--- config.mk ---
export PLATFORM = sky130hd
export DESIGN_NAME = nrc_host
export DESIGN_NICKNAME = d
export VERILOG_FILES = /design/src/nrc_pkg.sv /design/src/nrc_sync.sv /design/src/nrc_host.sv
export SDC_FILE = /design/constraint.sdc
export NUM_CORES = 1
export LEC_CHECK = 0
export BUFFER_PORTS_ARGS = -buffer_cell sky130_fd_sc_hd__buf_2
export CAP_MARGIN = 40
export CORE_MARGIN = 2
export CORE_UTILIZATION = 35
export CTS_BUF_LIST = sky130_fd_sc_hd__clkbuf_8
export DETAILED_ROUTE_END_ITERATION = 6
export SETUP_SLACK_MARGIN = 0.1
export SLEW_MARGIN = 0
export SYNTH_ARGS = -nofsm -noshare
export SYNTH_HDL_FRONTEND = slang
export SYNTH_SLANG_ARGS = --single-unit
export TNS_END_PERCENT = 50
--- constraint.sdc ---
create_clock -name i_clk -period 7.1 [get_ports i_clk]
set_input_delay 2.13 -clock i_clk [delete_from_list [all_inputs] [get_ports i_clk]]
set_output_delay 2.13 -clock i_clk [all_outputs]
set_load 0.03 [all_outputs]
--- src/nrc_pkg.sv ---
package nrc_pkg;
   // Clock and pin timing
   localparam int CLK_PERIOD_NS = 8;
   localparam int T_WE_LOW_NS = 25;
   localparam int T_WE_HIGH_NS = 15;
   localparam int T_RD_LOW_NS = 25;
   localparam int T_RD_HIGH_NS = 15;
   localparam int T_WE_TO_BUSY_NS = 100;
   localparam int WE_LOW_CYC = (T_WE_LOW_NS + CLK_PERIOD_NS - 1) / CLK_PERIOD_NS;
   localparam int WE_HIGH_CYC = (T_WE_HIGH_NS + CLK_PERIOD_NS - 1) / CLK_PERIOD_NS;
   localparam int RD_LOW_CYC = (T_RD_LOW_NS + CLK_PERIOD_NS - 1) / CLK_PERIOD_NS;
   localparam int RD_HIGH_CYC = (T_RD_HIGH_NS + CLK_PERIOD_NS - 1) / CLK_PERIOD_NS;
   localparam int WB_CYC = (T_WE_TO_BUSY_NS + CLK_PERIOD_NS - 1) / CLK_PERIOD_NS;
   localparam int SYNC_STAGES = 2;
   // Read strobe stays low long enough for data to pass the synchroniser
   localparam int RD_HOLD_CYC = RD_LOW_CYC + SYNC_STAGES;

   // Device command codes
   localparam logic [7:0] CMD_READ_SETUP = 8'h00;
   localparam logic [7:0] CMD_READ_GO = 8'h30;
   localparam logic [7:0] CMD_CACHE_NEXT = 8'h31;
   localparam logic [7:0] CMD_CACHE_LAST = 8'h3f;
   localparam logic [7:0] CMD_STATUS = 8'h70;
   localparam logic [7:0] CMD_RESET = 8'hff;
   localparam logic [7:0] CMD_COL_SETUP = 8'h05;
   localparam logic [7:0] CMD_COL_GO = 8'he0;

   // Controller operations written to the control register
   localparam logic [3:0] OP_NONE = 4'h0;
   localparam logic [3:0] OP_PAGE_READ = 4'h1;
   localparam logic [3:0] OP_CACHE_SEQ = 4'h2;
   localparam logic [3:0] OP_CACHE_RAND = 4'h3;
   localparam logic [3:0] OP_CACHE_LAST = 4'h4;
   localparam logic [3:0] OP_STATUS = 4'h5;
   localparam logic [3:0] OP_RESET = 4'h6;
   localparam logic [3:0] OP_COLUMN = 4'h7;
   localparam logic [3:0] OP_READ = 4'h8;
   localparam logic [3:0] OP_READ_RR = 4'h9;

   // Sequence item kinds
   localparam logic [1:0] K_CMD = 2'h0;
   localparam logic [1:0] K_ADDR = 2'h1;
   localparam logic [1:0] K_WAIT = 2'h2;
   localparam logic [1:0] K_READ = 2'h3;

   // Register byte offsets
   localparam logic [4:0] REG_CTRL = 5'h00;
   localparam logic [4:0] REG_COL = 5'h04;
   localparam logic [4:0] REG_ROW = 5'h08;
   localparam logic [4:0] REG_STAT = 5'h0c;
   localparam logic [4:0] REG_DATA = 5'h10;

   // Status register fields
   localparam int STB_BUSY = 0;
   localparam int STB_READY = 1;
   localparam int STB_ERR = 2;
   localparam int STB_CACHE = 3;
   localparam int STB_LOADED = 4;
   localparam int STB_REREAD = 5;
   localparam int STB_NSTAT_LSB = 16;

   typedef enum logic [2:0] {
      ST_IDLE = 3'b000,
      ST_ITEM = 3'b001,
      ST_LOW = 3'b010,
      ST_HIGH = 3'b011,
      ST_WB = 3'b100,
      ST_RDY = 3'b101,
      ST_DONE = 3'b110
   } nrc_state_t;
endpackage : nrc_pkg

--- src/nrc_sync.sv ---
`timescale 1ns/1ps
`default_nettype none
module nrc_sync
   import nrc_pkg::*;
#(
   parameter int W = 1
) (
   input wire logic i_clk,
   input wire logic i_nrst,
   input wire logic [W-1:0] i_d,
   output logic [W-1:0] o_q
);
   logic [W-1:0] meta_r;

   // Two-stage synchroniser; the first stage feeds only the second
   always_ff @(posedge i_clk) begin
      if (!i_nrst) begin
         meta_r <= '0;
         o_q <= '0;
      end else begin
         meta_r <= i_d;
         o_q <= meta_r;
      end
   end
endmodule : nrc_sync
`default_nettype wire

--- src/nrc_host.sv ---
// How it works
// - Page read sends 00h, four address bytes, then 30h.
// - Controller waits for ready high before any data read.
// - After a status read with a page loaded, a data read first resends 00h.
// - During data reads command, address and chip enable low, write high.
// - Only defined command codes are ever sent; unknown operations refused.
// - Column change is used only once a page is loaded.
// - Cache reading begins with an ordinary page read.
//
// Our own choices: the register offsets and the Avalon-MM slave port.
`timescale 1ns/1ps
`default_nettype none
module nrc_host
   import nrc_pkg::*;
#(
   parameter int DW = 16
) (
   input wire logic i_clk,
   input wire logic i_nrst,
   input wire logic [4:0] i_avs_address,
   input wire logic i_avs_read,
   input wire logic i_avs_write,
   input wire logic [31:0] i_avs_writedata,
   output logic [31:0] o_avs_readdata,
   output logic o_avs_waitrequest,
   output logic o_cle,
   output logic o_ale,
   output logic o_ce_n,
   output logic o_we_n,
   output logic o_read_strobe_n,
   output logic o_wp_n,
   input wire logic [DW-1:0] i_io,
   output logic [DW-1:0] o_io,
   output logic o_io_oe,
   input wire logic i_ready_busy_n
);
   nrc_state_t state_r;
   logic [3:0] op_r;
   logic [2:0] idx_r;
   logic [4:0] cnt_r;
   logic [15:0] col_r;
   logic [15:0] row_r;
   logic [DW-1:0] data_r;
   logic [7:0] nstat_r;
   logic cache_mode_r;
   logic loaded_r;
   logic reread_r;
   logic err_r;
   logic [DW:0] sync_q;
   logic ready_s;
   logic [DW-1:0] io_s;
   logic [10:0] item;
   logic [1:0] kind;
   logic last;
   logic [7:0] val;
   logic ctrl_wr;
   logic [3:0] req_op;
   logic start;
   logic [31:0] stat_w;
   logic [31:0] rdata_w;

   nrc_sync #(.W(DW + 1)) u_sync (
      .i_clk(i_clk),
      .i_nrst(i_nrst),
      .i_d({i_ready_busy_n, i_io}),
      .o_q(sync_q)
   );
   assign ready_s = sync_q[DW];
   assign io_s = sync_q[DW-1:0];

   // Step list for each operation: {kind, last, command or address index}
   function automatic logic [10:0] seq_item(input logic [3:0] op,
                                            input logic [2:0] i);
      logic [10:0] r;
      r = {K_WAIT, 1'b1, 8'h00};
      case (op)
         OP_PAGE_READ, OP_CACHE_RAND: begin
            if (i == 3'd0) r = {K_CMD, 1'b0, CMD_READ_SETUP};
            else if (i < 3'd5) r = {K_ADDR, 1'b0, 5'h00, 3'(i - 3'd1)};
            else if (i == 3'd5)
               r = {K_CMD, 1'b0, (op == OP_PAGE_READ) ? CMD_READ_GO :
                    CMD_CACHE_NEXT};
         end
         OP_CACHE_SEQ: if (i == 3'd0) r = {K_CMD, 1'b0, CMD_CACHE_NEXT};
         OP_CACHE_LAST: if (i == 3'd0) r = {K_CMD, 1'b0, CMD_CACHE_LAST};
         OP_RESET: if (i == 3'd0) r = {K_CMD, 1'b0, CMD_RESET};
         OP_STATUS: begin
            if (i == 3'd0) r = {K_CMD, 1'b0, CMD_STATUS};
            else r = {K_READ, 1'b1, 8'h00};
         end
         OP_COLUMN: begin
            if (i == 3'd0) r = {K_CMD, 1'b0, CMD_COL_SETUP};
            else if (i < 3'd3) r = {K_ADDR, 1'b0, 5'h00, 3'(i - 3'd1)};
            else r = {K_CMD, 1'b1, CMD_COL_GO};
         end
         OP_READ: r = {K_READ, 1'b1, 8'h00};
         OP_READ_RR: begin
            if (i == 3'd0) r = {K_CMD, 1'b0, CMD_READ_SETUP};
            else r = {K_READ, 1'b1, 8'h00};
         end
         default: r = {K_WAIT, 1'b1, 8'h00};
      endcase
      return r;
   endfunction : seq_item

   function automatic logic [7:0] addr_byte(input logic [2:0] i,
                                            input logic [15:0] c,
                                            input logic [15:0] rw);
      logic [7:0] b;
      b = 8'h00;
      if (i == 3'd0) b = c[7:0];
      else if (i == 3'd1) b = c[15:8];
      else if (i == 3'd2) b = rw[7:0];
      else b = rw[15:8];
      return b;
   endfunction : addr_byte

   function automatic logic op_ok(input logic [3:0] op, input logic rdy,
                                  input logic cm, input logic ld);
      logic ok;
      case (op)
         OP_PAGE_READ, OP_READ: ok = rdy;
         OP_STATUS, OP_RESET: ok = 1'b1;
         OP_CACHE_SEQ, OP_CACHE_RAND, OP_CACHE_LAST: ok = rdy & cm;
         OP_COLUMN: ok = rdy & ld;
         default: ok = 1'b0;
      endcase
      return ok;
   endfunction : op_ok

   assign item = seq_item(op_r, idx_r);
   assign kind = item[10:9];
   assign last = item[8];
   assign val = item[7:0];

   assign ctrl_wr = i_avs_write & ~o_avs_waitrequest &
                    (i_avs_address == REG_CTRL);
   assign req_op = i_avs_writedata[3:0];
   assign start = ctrl_wr & (state_r == ST_IDLE) &
                  op_ok(req_op, ready_s, cache_mode_r, loaded_r);

   // Pin sequencer
   always_ff @(posedge i_clk) begin
      if (!i_nrst) begin
         state_r <= ST_IDLE;
         op_r <= OP_NONE;
         idx_r <= 3'h0;
         cnt_r <= 5'h00;
         o_cle <= 1'b0;
         o_ale <= 1'b0;
         o_ce_n <= 1'b1;
         o_we_n <= 1'b1;
         o_read_strobe_n <= 1'b1;
         o_io <= '0;
         o_io_oe <= 1'b0;
         data_r <= '0;
      end else begin
         case (state_r)
            ST_IDLE: begin
               if (start) begin
                  op_r <= (req_op == OP_READ && reread_r) ? OP_READ_RR : req_op;
                  idx_r <= 3'h0;
                  o_ce_n <= 1'b0;
                  state_r <= ST_ITEM;
               end
            end
            ST_ITEM: begin
               if (kind == K_CMD || kind == K_ADDR) begin
                  o_cle <= (kind == K_CMD);
                  o_ale <= (kind == K_ADDR);
                  o_we_n <= 1'b0;
                  o_io_oe <= 1'b1;
                  o_io <= DW'((kind == K_CMD) ? val :
                              addr_byte(val[2:0], col_r, row_r));
                  cnt_r <= 5'(WE_LOW_CYC - 1);
                  state_r <= ST_LOW;
               end else if (kind == K_READ) begin
                  o_read_strobe_n <= 1'b0;
                  cnt_r <= 5'(RD_HOLD_CYC - 1);
                  state_r <= ST_LOW;
               end else begin
                  cnt_r <= 5'(WB_CYC - 1);
                  state_r <= ST_WB;
               end
            end
            ST_LOW: begin
               if (cnt_r != 5'h00) begin
                  cnt_r <= cnt_r - 5'h01;
               end else if (kind == K_READ) begin
                  data_r <= io_s;
                  o_read_strobe_n <= 1'b1;
                  cnt_r <= 5'(RD_HIGH_CYC - 1);
                  state_r <= ST_HIGH;
               end else begin
                  o_we_n <= 1'b1;
                  cnt_r <= 5'(WE_HIGH_CYC - 1);
                  state_r <= ST_HIGH;
               end
            end
            ST_HIGH: begin
               if (cnt_r != 5'h00) begin
                  cnt_r <= cnt_r - 5'h01;
               end else begin
                  o_cle <= 1'b0;
                  o_ale <= 1'b0;
                  o_io_oe <= 1'b0;
                  idx_r <= idx_r + 3'h1;
                  state_r <= last ? ST_DONE : ST_ITEM;
               end
            end
            ST_WB: begin
               if (cnt_r != 5'h00) cnt_r <= cnt_r - 5'h01;
               else state_r <= ST_RDY;
            end
            ST_RDY: begin
               if (ready_s) state_r <= ST_DONE;
            end
            default: begin
               o_ce_n <= 1'b1;
               state_r <= ST_IDLE;
            end
         endcase
      end
   end

   // Read mode flags, kept in step with what the device holds
   always_ff @(posedge i_clk) begin
      if (!i_nrst) begin
         cache_mode_r <= 1'b0;
         loaded_r <= 1'b0;
         reread_r <= 1'b0;
         nstat_r <= 8'h00;
      end else if (state_r == ST_DONE) begin
         case (op_r)
            OP_PAGE_READ, OP_CACHE_SEQ, OP_CACHE_RAND: begin
               cache_mode_r <= 1'b1;
               loaded_r <= 1'b1;
               reread_r <= 1'b0;
            end
            OP_CACHE_LAST: cache_mode_r <= 1'b0;
            OP_RESET: begin
               cache_mode_r <= 1'b0;
               loaded_r <= 1'b0;
               reread_r <= 1'b0;
            end
            OP_STATUS: begin
               nstat_r <= data_r[7:0];
               reread_r <= loaded_r;
            end
            OP_READ_RR: reread_r <= 1'b0;
            default: reread_r <= reread_r;
         endcase
      end
   end

   // Column pointer mirrors the device's in every operation except OP_RESET, which leaves it unchanged
   always_ff @(posedge i_clk) begin
      if (!i_nrst) begin
         col_r <= 16'h0000;
      end else if (i_avs_write && !o_avs_waitrequest &&
                   i_avs_address == REG_COL) begin
         col_r <= i_avs_writedata[15:0];
      end else if (state_r == ST_DONE && (op_r == OP_CACHE_SEQ ||
                   op_r == OP_CACHE_RAND || op_r == OP_CACHE_LAST)) begin
         col_r <= 16'h0000;
      end else if (state_r == ST_LOW && kind == K_READ && cnt_r == 5'h00 &&
                   op_r != OP_STATUS) begin
         col_r <= col_r + 16'h0001;
      end
   end

   always_ff @(posedge i_clk) begin
      if (!i_nrst) row_r <= 16'h0000;
      else if (i_avs_write && !o_avs_waitrequest && i_avs_address == REG_ROW)
         row_r <= i_avs_writedata[15:0];
   end

   // Refused request flag; a new refusal wins over a clear
   always_ff @(posedge i_clk) begin
      if (!i_nrst) err_r <= 1'b0;
      else if (ctrl_wr && !start) err_r <= 1'b1;
      else if (i_avs_write && !o_avs_waitrequest &&
               i_avs_address == REG_STAT && i_avs_writedata[STB_ERR])
         err_r <= 1'b0;
   end

   always_ff @(posedge i_clk) begin
      if (!i_nrst) o_wp_n <= 1'b0;
      else o_wp_n <= 1'b0;
   end

   always_comb begin
      stat_w = 32'h0000_0000;
      stat_w[STB_BUSY] = (state_r != ST_IDLE);
      stat_w[STB_READY] = ready_s;
      stat_w[STB_ERR] = err_r;
      stat_w[STB_CACHE] = cache_mode_r;
      stat_w[STB_LOADED] = loaded_r;
      stat_w[STB_REREAD] = reread_r;
      stat_w[STB_NSTAT_LSB +: 8] = nstat_r;
      if (i_avs_address == REG_CTRL) rdata_w = {28'h0000000, op_r};
      else if (i_avs_address == REG_COL) rdata_w = {16'h0000, col_r};
      else if (i_avs_address == REG_ROW) rdata_w = {16'h0000, row_r};
      else if (i_avs_address == REG_STAT) rdata_w = stat_w;
      else if (i_avs_address == REG_DATA) rdata_w = 32'(data_r);
      else rdata_w = 32'h0000_0000;
   end

   // Avalon slave: each request answered one cycle after it appears
   always_ff @(posedge i_clk) begin
      if (!i_nrst) begin
         o_avs_waitrequest <= 1'b1;
         o_avs_readdata <= 32'h0000_0000;
      end else begin
         o_avs_waitrequest <= ~((i_avs_read | i_avs_write) & o_avs_waitrequest);
         if (i_avs_read && o_avs_waitrequest) o_avs_readdata <= rdata_w;
      end
   end

   a_we_pulse_len: assert property (@(posedge i_clk) disable iff (!i_nrst)
      $fell(o_we_n) |-> (!o_we_n) [*4] ##1 o_we_n)
      else $error("write strobe low time wrong");
   a_rd_pulse_len: assert property (@(posedge i_clk) disable iff (!i_nrst)
      $fell(o_read_strobe_n) |-> (!o_read_strobe_n) [*6] ##1 o_read_strobe_n)
      else $error("read strobe low time wrong");
   a_read_pins: assert property (@(posedge i_clk) disable iff (!i_nrst)
      !o_read_strobe_n |-> !o_cle && !o_ale && !o_ce_n && o_we_n && !o_io_oe)
      else $error("pins wrong during data read");
   a_latch_sel: assert property (@(posedge i_clk) disable iff (!i_nrst)
      !o_we_n |-> (o_cle ^ o_ale) && o_io_oe && !o_ce_n)
      else $error("write strobe without one latch enable");
   a_wp_low: assert property (@(posedge i_clk) disable iff (!i_nrst)
      ##1 !o_wp_n)
      else $error("write protect released");
   a_ready_exit: assert property (@(posedge i_clk) disable iff (!i_nrst)
      (state_r == ST_RDY) && !ready_s |=> (state_r == ST_RDY))
      else $error("left busy wait before ready");
   a_busy_refuse: assert property (@(posedge i_clk) disable iff (!i_nrst)
      ctrl_wr && !ready_s && req_op != OP_STATUS && req_op != OP_RESET
      |=> err_r && $stable(op_r))
      else $error("operation accepted while device busy");
   a_reread_first: assert property (@(posedge i_clk) disable iff (!i_nrst)
      start && req_op == OP_READ && reread_r |=> ##1 o_cle ##[1:8] !o_we_n)
      else $error("read setup not resent after status");
   a_cache_gate: assert property (@(posedge i_clk) disable iff (!i_nrst)
      ctrl_wr && !cache_mode_r && (req_op == OP_CACHE_SEQ ||
      req_op == OP_CACHE_LAST) |=> err_r && state_r == ST_IDLE)
      else $error("cache command outside cache mode");
   a_bus_answer: assert property (@(posedge i_clk) disable iff (!i_nrst)
      (i_avs_read || i_avs_write) && o_avs_waitrequest
      |=> !o_avs_waitrequest ##1 o_avs_waitrequest)
      else $error("bus answer timing wrong");
endmodule : nrc_host
`default_nettype wire

==> impl_metrics.py <==
metrics = {
    "synth": {
        "ys_types": 81,
        "yosys_warnings": 0,
        "avgSynthCellArea_um2": 8.692,
        "synth_edf_count": 0,
        "postSynth.asyncResetShare_pct": 0,
        "ys_seq_area_share_pct": 40.29,
        "netlist.area_leader.share_pct": 40.29,
        "synth_area_leaders": "dfxtp_1 40%, nand2_1 4.8%, mux2i_1 4.4%, nor2b_1 4.0%, a21oi_1 3.7%",
        "syn_inst": 846,
        "synth_top_area_cell": "dfxtp_1",
        "synth_ff_type": "dfxtp_1",
        "yosys_register_bits": 148,
        "synth_area_mm2": 0.007353,
    },
    "routing": {
        "dr.pass1.iters": 6,
        "ant_nets": 0,
        "wl_met3_um": 897,
        "wl_um": 19510,
        "drt_iter0_drc": 615,
        "top_layer": "met4",
        "wire_per_inst_um": 16.49,
        "dr_wl_met2_um": 8961,
        "wl_met1_um": 9314,
        "vias": 6367,
        "routed_via_density": 5.382,
        "remaining_drc_errors": 0,
    },
    "critical_path": {
        "path_cells": "buf_2 -> nor2b_1 -> and4b_1 -> buf_8 -> o21bai_1 -> buf_4 -> nor2_1 -> a21oi_1 -> o21ai_0 -> a21oi_1",
        "ff2ff_setup_slack_ns": 3.84,
        "rr_worst_depth": 7,
        "crit_family": "simple AND/OR/NAND/NOR gates",
        "crit_start": "i_avs_write",
        "critPathBufInv": 3,
        "worstSetupEndpointType": "flip-flop",
        "path_class": "primary input to flip-flop",
        "critPathLaunchType": "primary input",
        "crit_slowest_cell": "nor2_1",
        "crit_path_max_incr_delay_ns": 0.65,
        "crit_arrival_ns": 4.18,
        "regToRegStartpoint": "op_r[3]",
        "critical_path_required_ns": 7.44,
        "worstPathMaxFanout": 24,
        "critPathMostFrequentCell": "a21oi_1",
        "critical_path.endpoint": "col_r[13]",
        "path_depth": 10,
        "rr_endpoint": "o_io[6]",
    },
    "finish": {
        "nets": 959,
        "drive_gt1_share_pct": 16.30,
        "syn_to_final_growth_pct": 11.77,
        "antenna_cells": 0,
    },
    "clock_network": {
        "cts_setup_buffers": 0,
        "cts_tree": "built",
        "cts_num_sinks": 148,
        "clk_pin_slew_ns": 0.09,
        "clock_tree.root_cell": "clkbuf_8",
        "h-tree-depth": 4,
        "clk_latency_ns": 0.46,
        "cts-resized-gates": 0,
        "clockBufferDepth": 2,
        "numCtsBuffers": 17,
        "ctsHoldBuffers": 0,
    },
    "power": {
        "leakage_nw": 3.225,
        "p_per_area_mw_per_mm2": 194.2,
        "power.total_mw": 1.596,
        "vdd_ir_drop_max_uv": 137.5,
    },
    "floorplan": {
        "start_util_pct": 35.31,
        "num_rows": 53,
        "ioPinCount": 114,
        "core_mm2": 0.02082,
        "die_area_mm2": 0.02218,
        "die_x_um": 148.9,
        "fp.dieH_um": 148.9,
    },
    "timing": {
        "worstMarginPinSlew_ns": 0.8952,
        "rsz0062_at_grt": "false",
        "slew_violations": 0,
        "slew_headroom_pct": 39.99,
        "finalClockSkew_ns": 0.01487,
        "max_freq_mhz": 260.4,
        "tns_ns": 0,
        "finalCritPeriodShare_pct": 54.08,
        "hold_violations": 0,
        "setup_viol": 0,
        "min_period_ns": 3.840,
    },
    "place": {
        "io_buffers": 80,
        "dp_hpwl_um": 13680,
        "gp_congestion": 0.8667,
    },
    "outcome": {
        "status": "finished, final reports clean",
    },
    "grt": {
        "grt_max_degree": 100,
        "grt_pass1_wl_um": 31440,
        "grt_overflow_total": 0,
        "track_usage_pct": 17.85,
        "antenna_found_initial": 0,
        "grt_pass1_vias": 5807,
    },
    "run": {
        "max-cap-violations": 0,
    },
    "hold_path": {
        "worst_hold_path_type": "flip-flop to flip-flop",
    },
}
## routing by layer
metal,GRT usage [%],vias to the layer above
li1,-,3109
met3,3.853,26
met5,0,-
met2,28.11,191
met4,4.714,0
met1,24.81,3041
## how the worst min path moves through the flow
stage	from	end	slack, ns	cells after the start
detailed placement	u_sync.meta_r[5]	u_sync.o_q[5]	0.42	1
CTS	u_sync.meta_r[0]	u_sync.o_q[0]	0.44	1
global route	u_sync.meta_r[6]	u_sync.o_q[6]	0.45	1
finish	u_sync.meta_r[0]	u_sync.o_q[0]	0.44	1
global placement	u_sync.meta_r[9]	u_sync.o_q[9]	0.41	1
floorplan	u_sync.meta_r[0]	u_sync.o_q[0]	0.41	1
## power breakdown
| part | internal (mW) | total [mW] | leakage (nW) | switching [mW] |
|---|---|---|---|---|
| Clock | 0.257 | 0.630 | 0.180 | 0.373 |
| Sequential | 0.846 | 0.855 | 1.20 | 0.00907 |
| Combinational | 0.0392 | 0.111 | 1.84 | 0.0720 |
## cell type report
class | instances | area [µm²]
Inverter | 12 | 45.04
Timing Repair Buffer | 90 | 493.0
Multi-Input combinational cell | 626 | 4005
Sequential cell | 148 | 2963
Fill cell | 2151 | 12600
Clock buffer | 17 | 234.0
Clock inverter | 15 | 135.1
Tap cell | 275 | 344.1
## per-stage QoR
step	area [µm²]	utilization [%]	hold slack, ns	cells	setup WS, ns
finish	8219	39.47	0.4364	1183	3.260
global route	8219	39.47	0.4495	1183	3.114
CTS	8219	39.47	0.4365	1183	3.280
detailed placement	7850	37.70	0.4169	1151	2.848
global placement	7812	37.52	0.4129	1148	2.452
floorplan	7413	-	0.4119	862	3.287
## placed cells by master (no fill, tap or decap), drive strengths merged, types with 4 or more instances in the layout
cell type / Yosys / layout
a211o: 4 / 4
a211oi: 4 / 4
a21boi: 20 / 20
a21o: 5 / 5
a21oi: 55 / 55
a221oi: 4 / 4
a222oi: 15 / 15
a22oi: 12 / 12
a31oi: 8 / 8
a32oi: 7 / 7
and2: 41 / 41
and3: 6 / 6
buf: 38 / 90
clkbuf: 38 / 17
clkinvlp: 0 / 4
conb: 1 / 17
dfxtp: 148 / 148
ha: 6 / 6
inv: 12 / 22
mux2: 5 / 5
mux2i: 32 / 32
nand2: 95 / 95
nand2b: 10 / 10
nand3: 22 / 22
nor2: 54 / 54
nor2b: 47 / 47
nor3: 11 / 11
nor3b: 11 / 11
o211a: 14 / 14
o21a: 4 / 4
o21ai: 42 / 42
o221ai: 4 / 4
o22ai: 4 / 4
o32ai: 5 / 5
or3: 5 / 5
xnor2: 6 / 6
## Yosys cell counts, drive strengths merged (5+ instances only)
cell type / instances
buf: 38
inv: 12
nor2b: 47
or3: 5
dfxtp: 148
a21o: 5
o211a: 14
nor2: 54
nand3: 22
o21ai: 42
nor3: 11
nand2b: 10
clkbuf: 38
xnor2: 6
a22oi: 12
o32ai: 5
a32oi: 7
mux2i: 32
mux2: 5
a31oi: 8
nor3b: 11
a222oi: 15
a21oi: 55
nand2: 95
a21boi: 20
and3: 6
and2: 41
ha: 6
## cells by family (layout without fill, tap and decap cells)
kind of cell             count (synthesis)  in the layout  share of synthesized area [%]
other                                    1             17                        0.05100
AO/OA/AOI/OAI                          235            235                          23.04
buffers and inverters                   88            134                          6.057
flip-flops                             148            148                          40.29
adder cells (fa/ha/maj)                  6              6                          1.021
multiplexers                            37             37                          5.122
XOR/XNOR                                 6              6                         0.7146
AND/OR/NAND/NOR                        325            325                          23.70
## flip-flops by register name (all words and copies together) (netlist names), 3 cells and up
name / cells
nstat_r: 8
u_sync.meta_r: 17
idx_r: 3
data_r: 16
row_r: 16
cnt_r: 5
u_sync.o_q: 17
o_io: 8
op_r: 4
col_r: 16
state_r: 3
o_avs_readdata: 24
No activity file was read; power rests on OpenSTA's default activity.
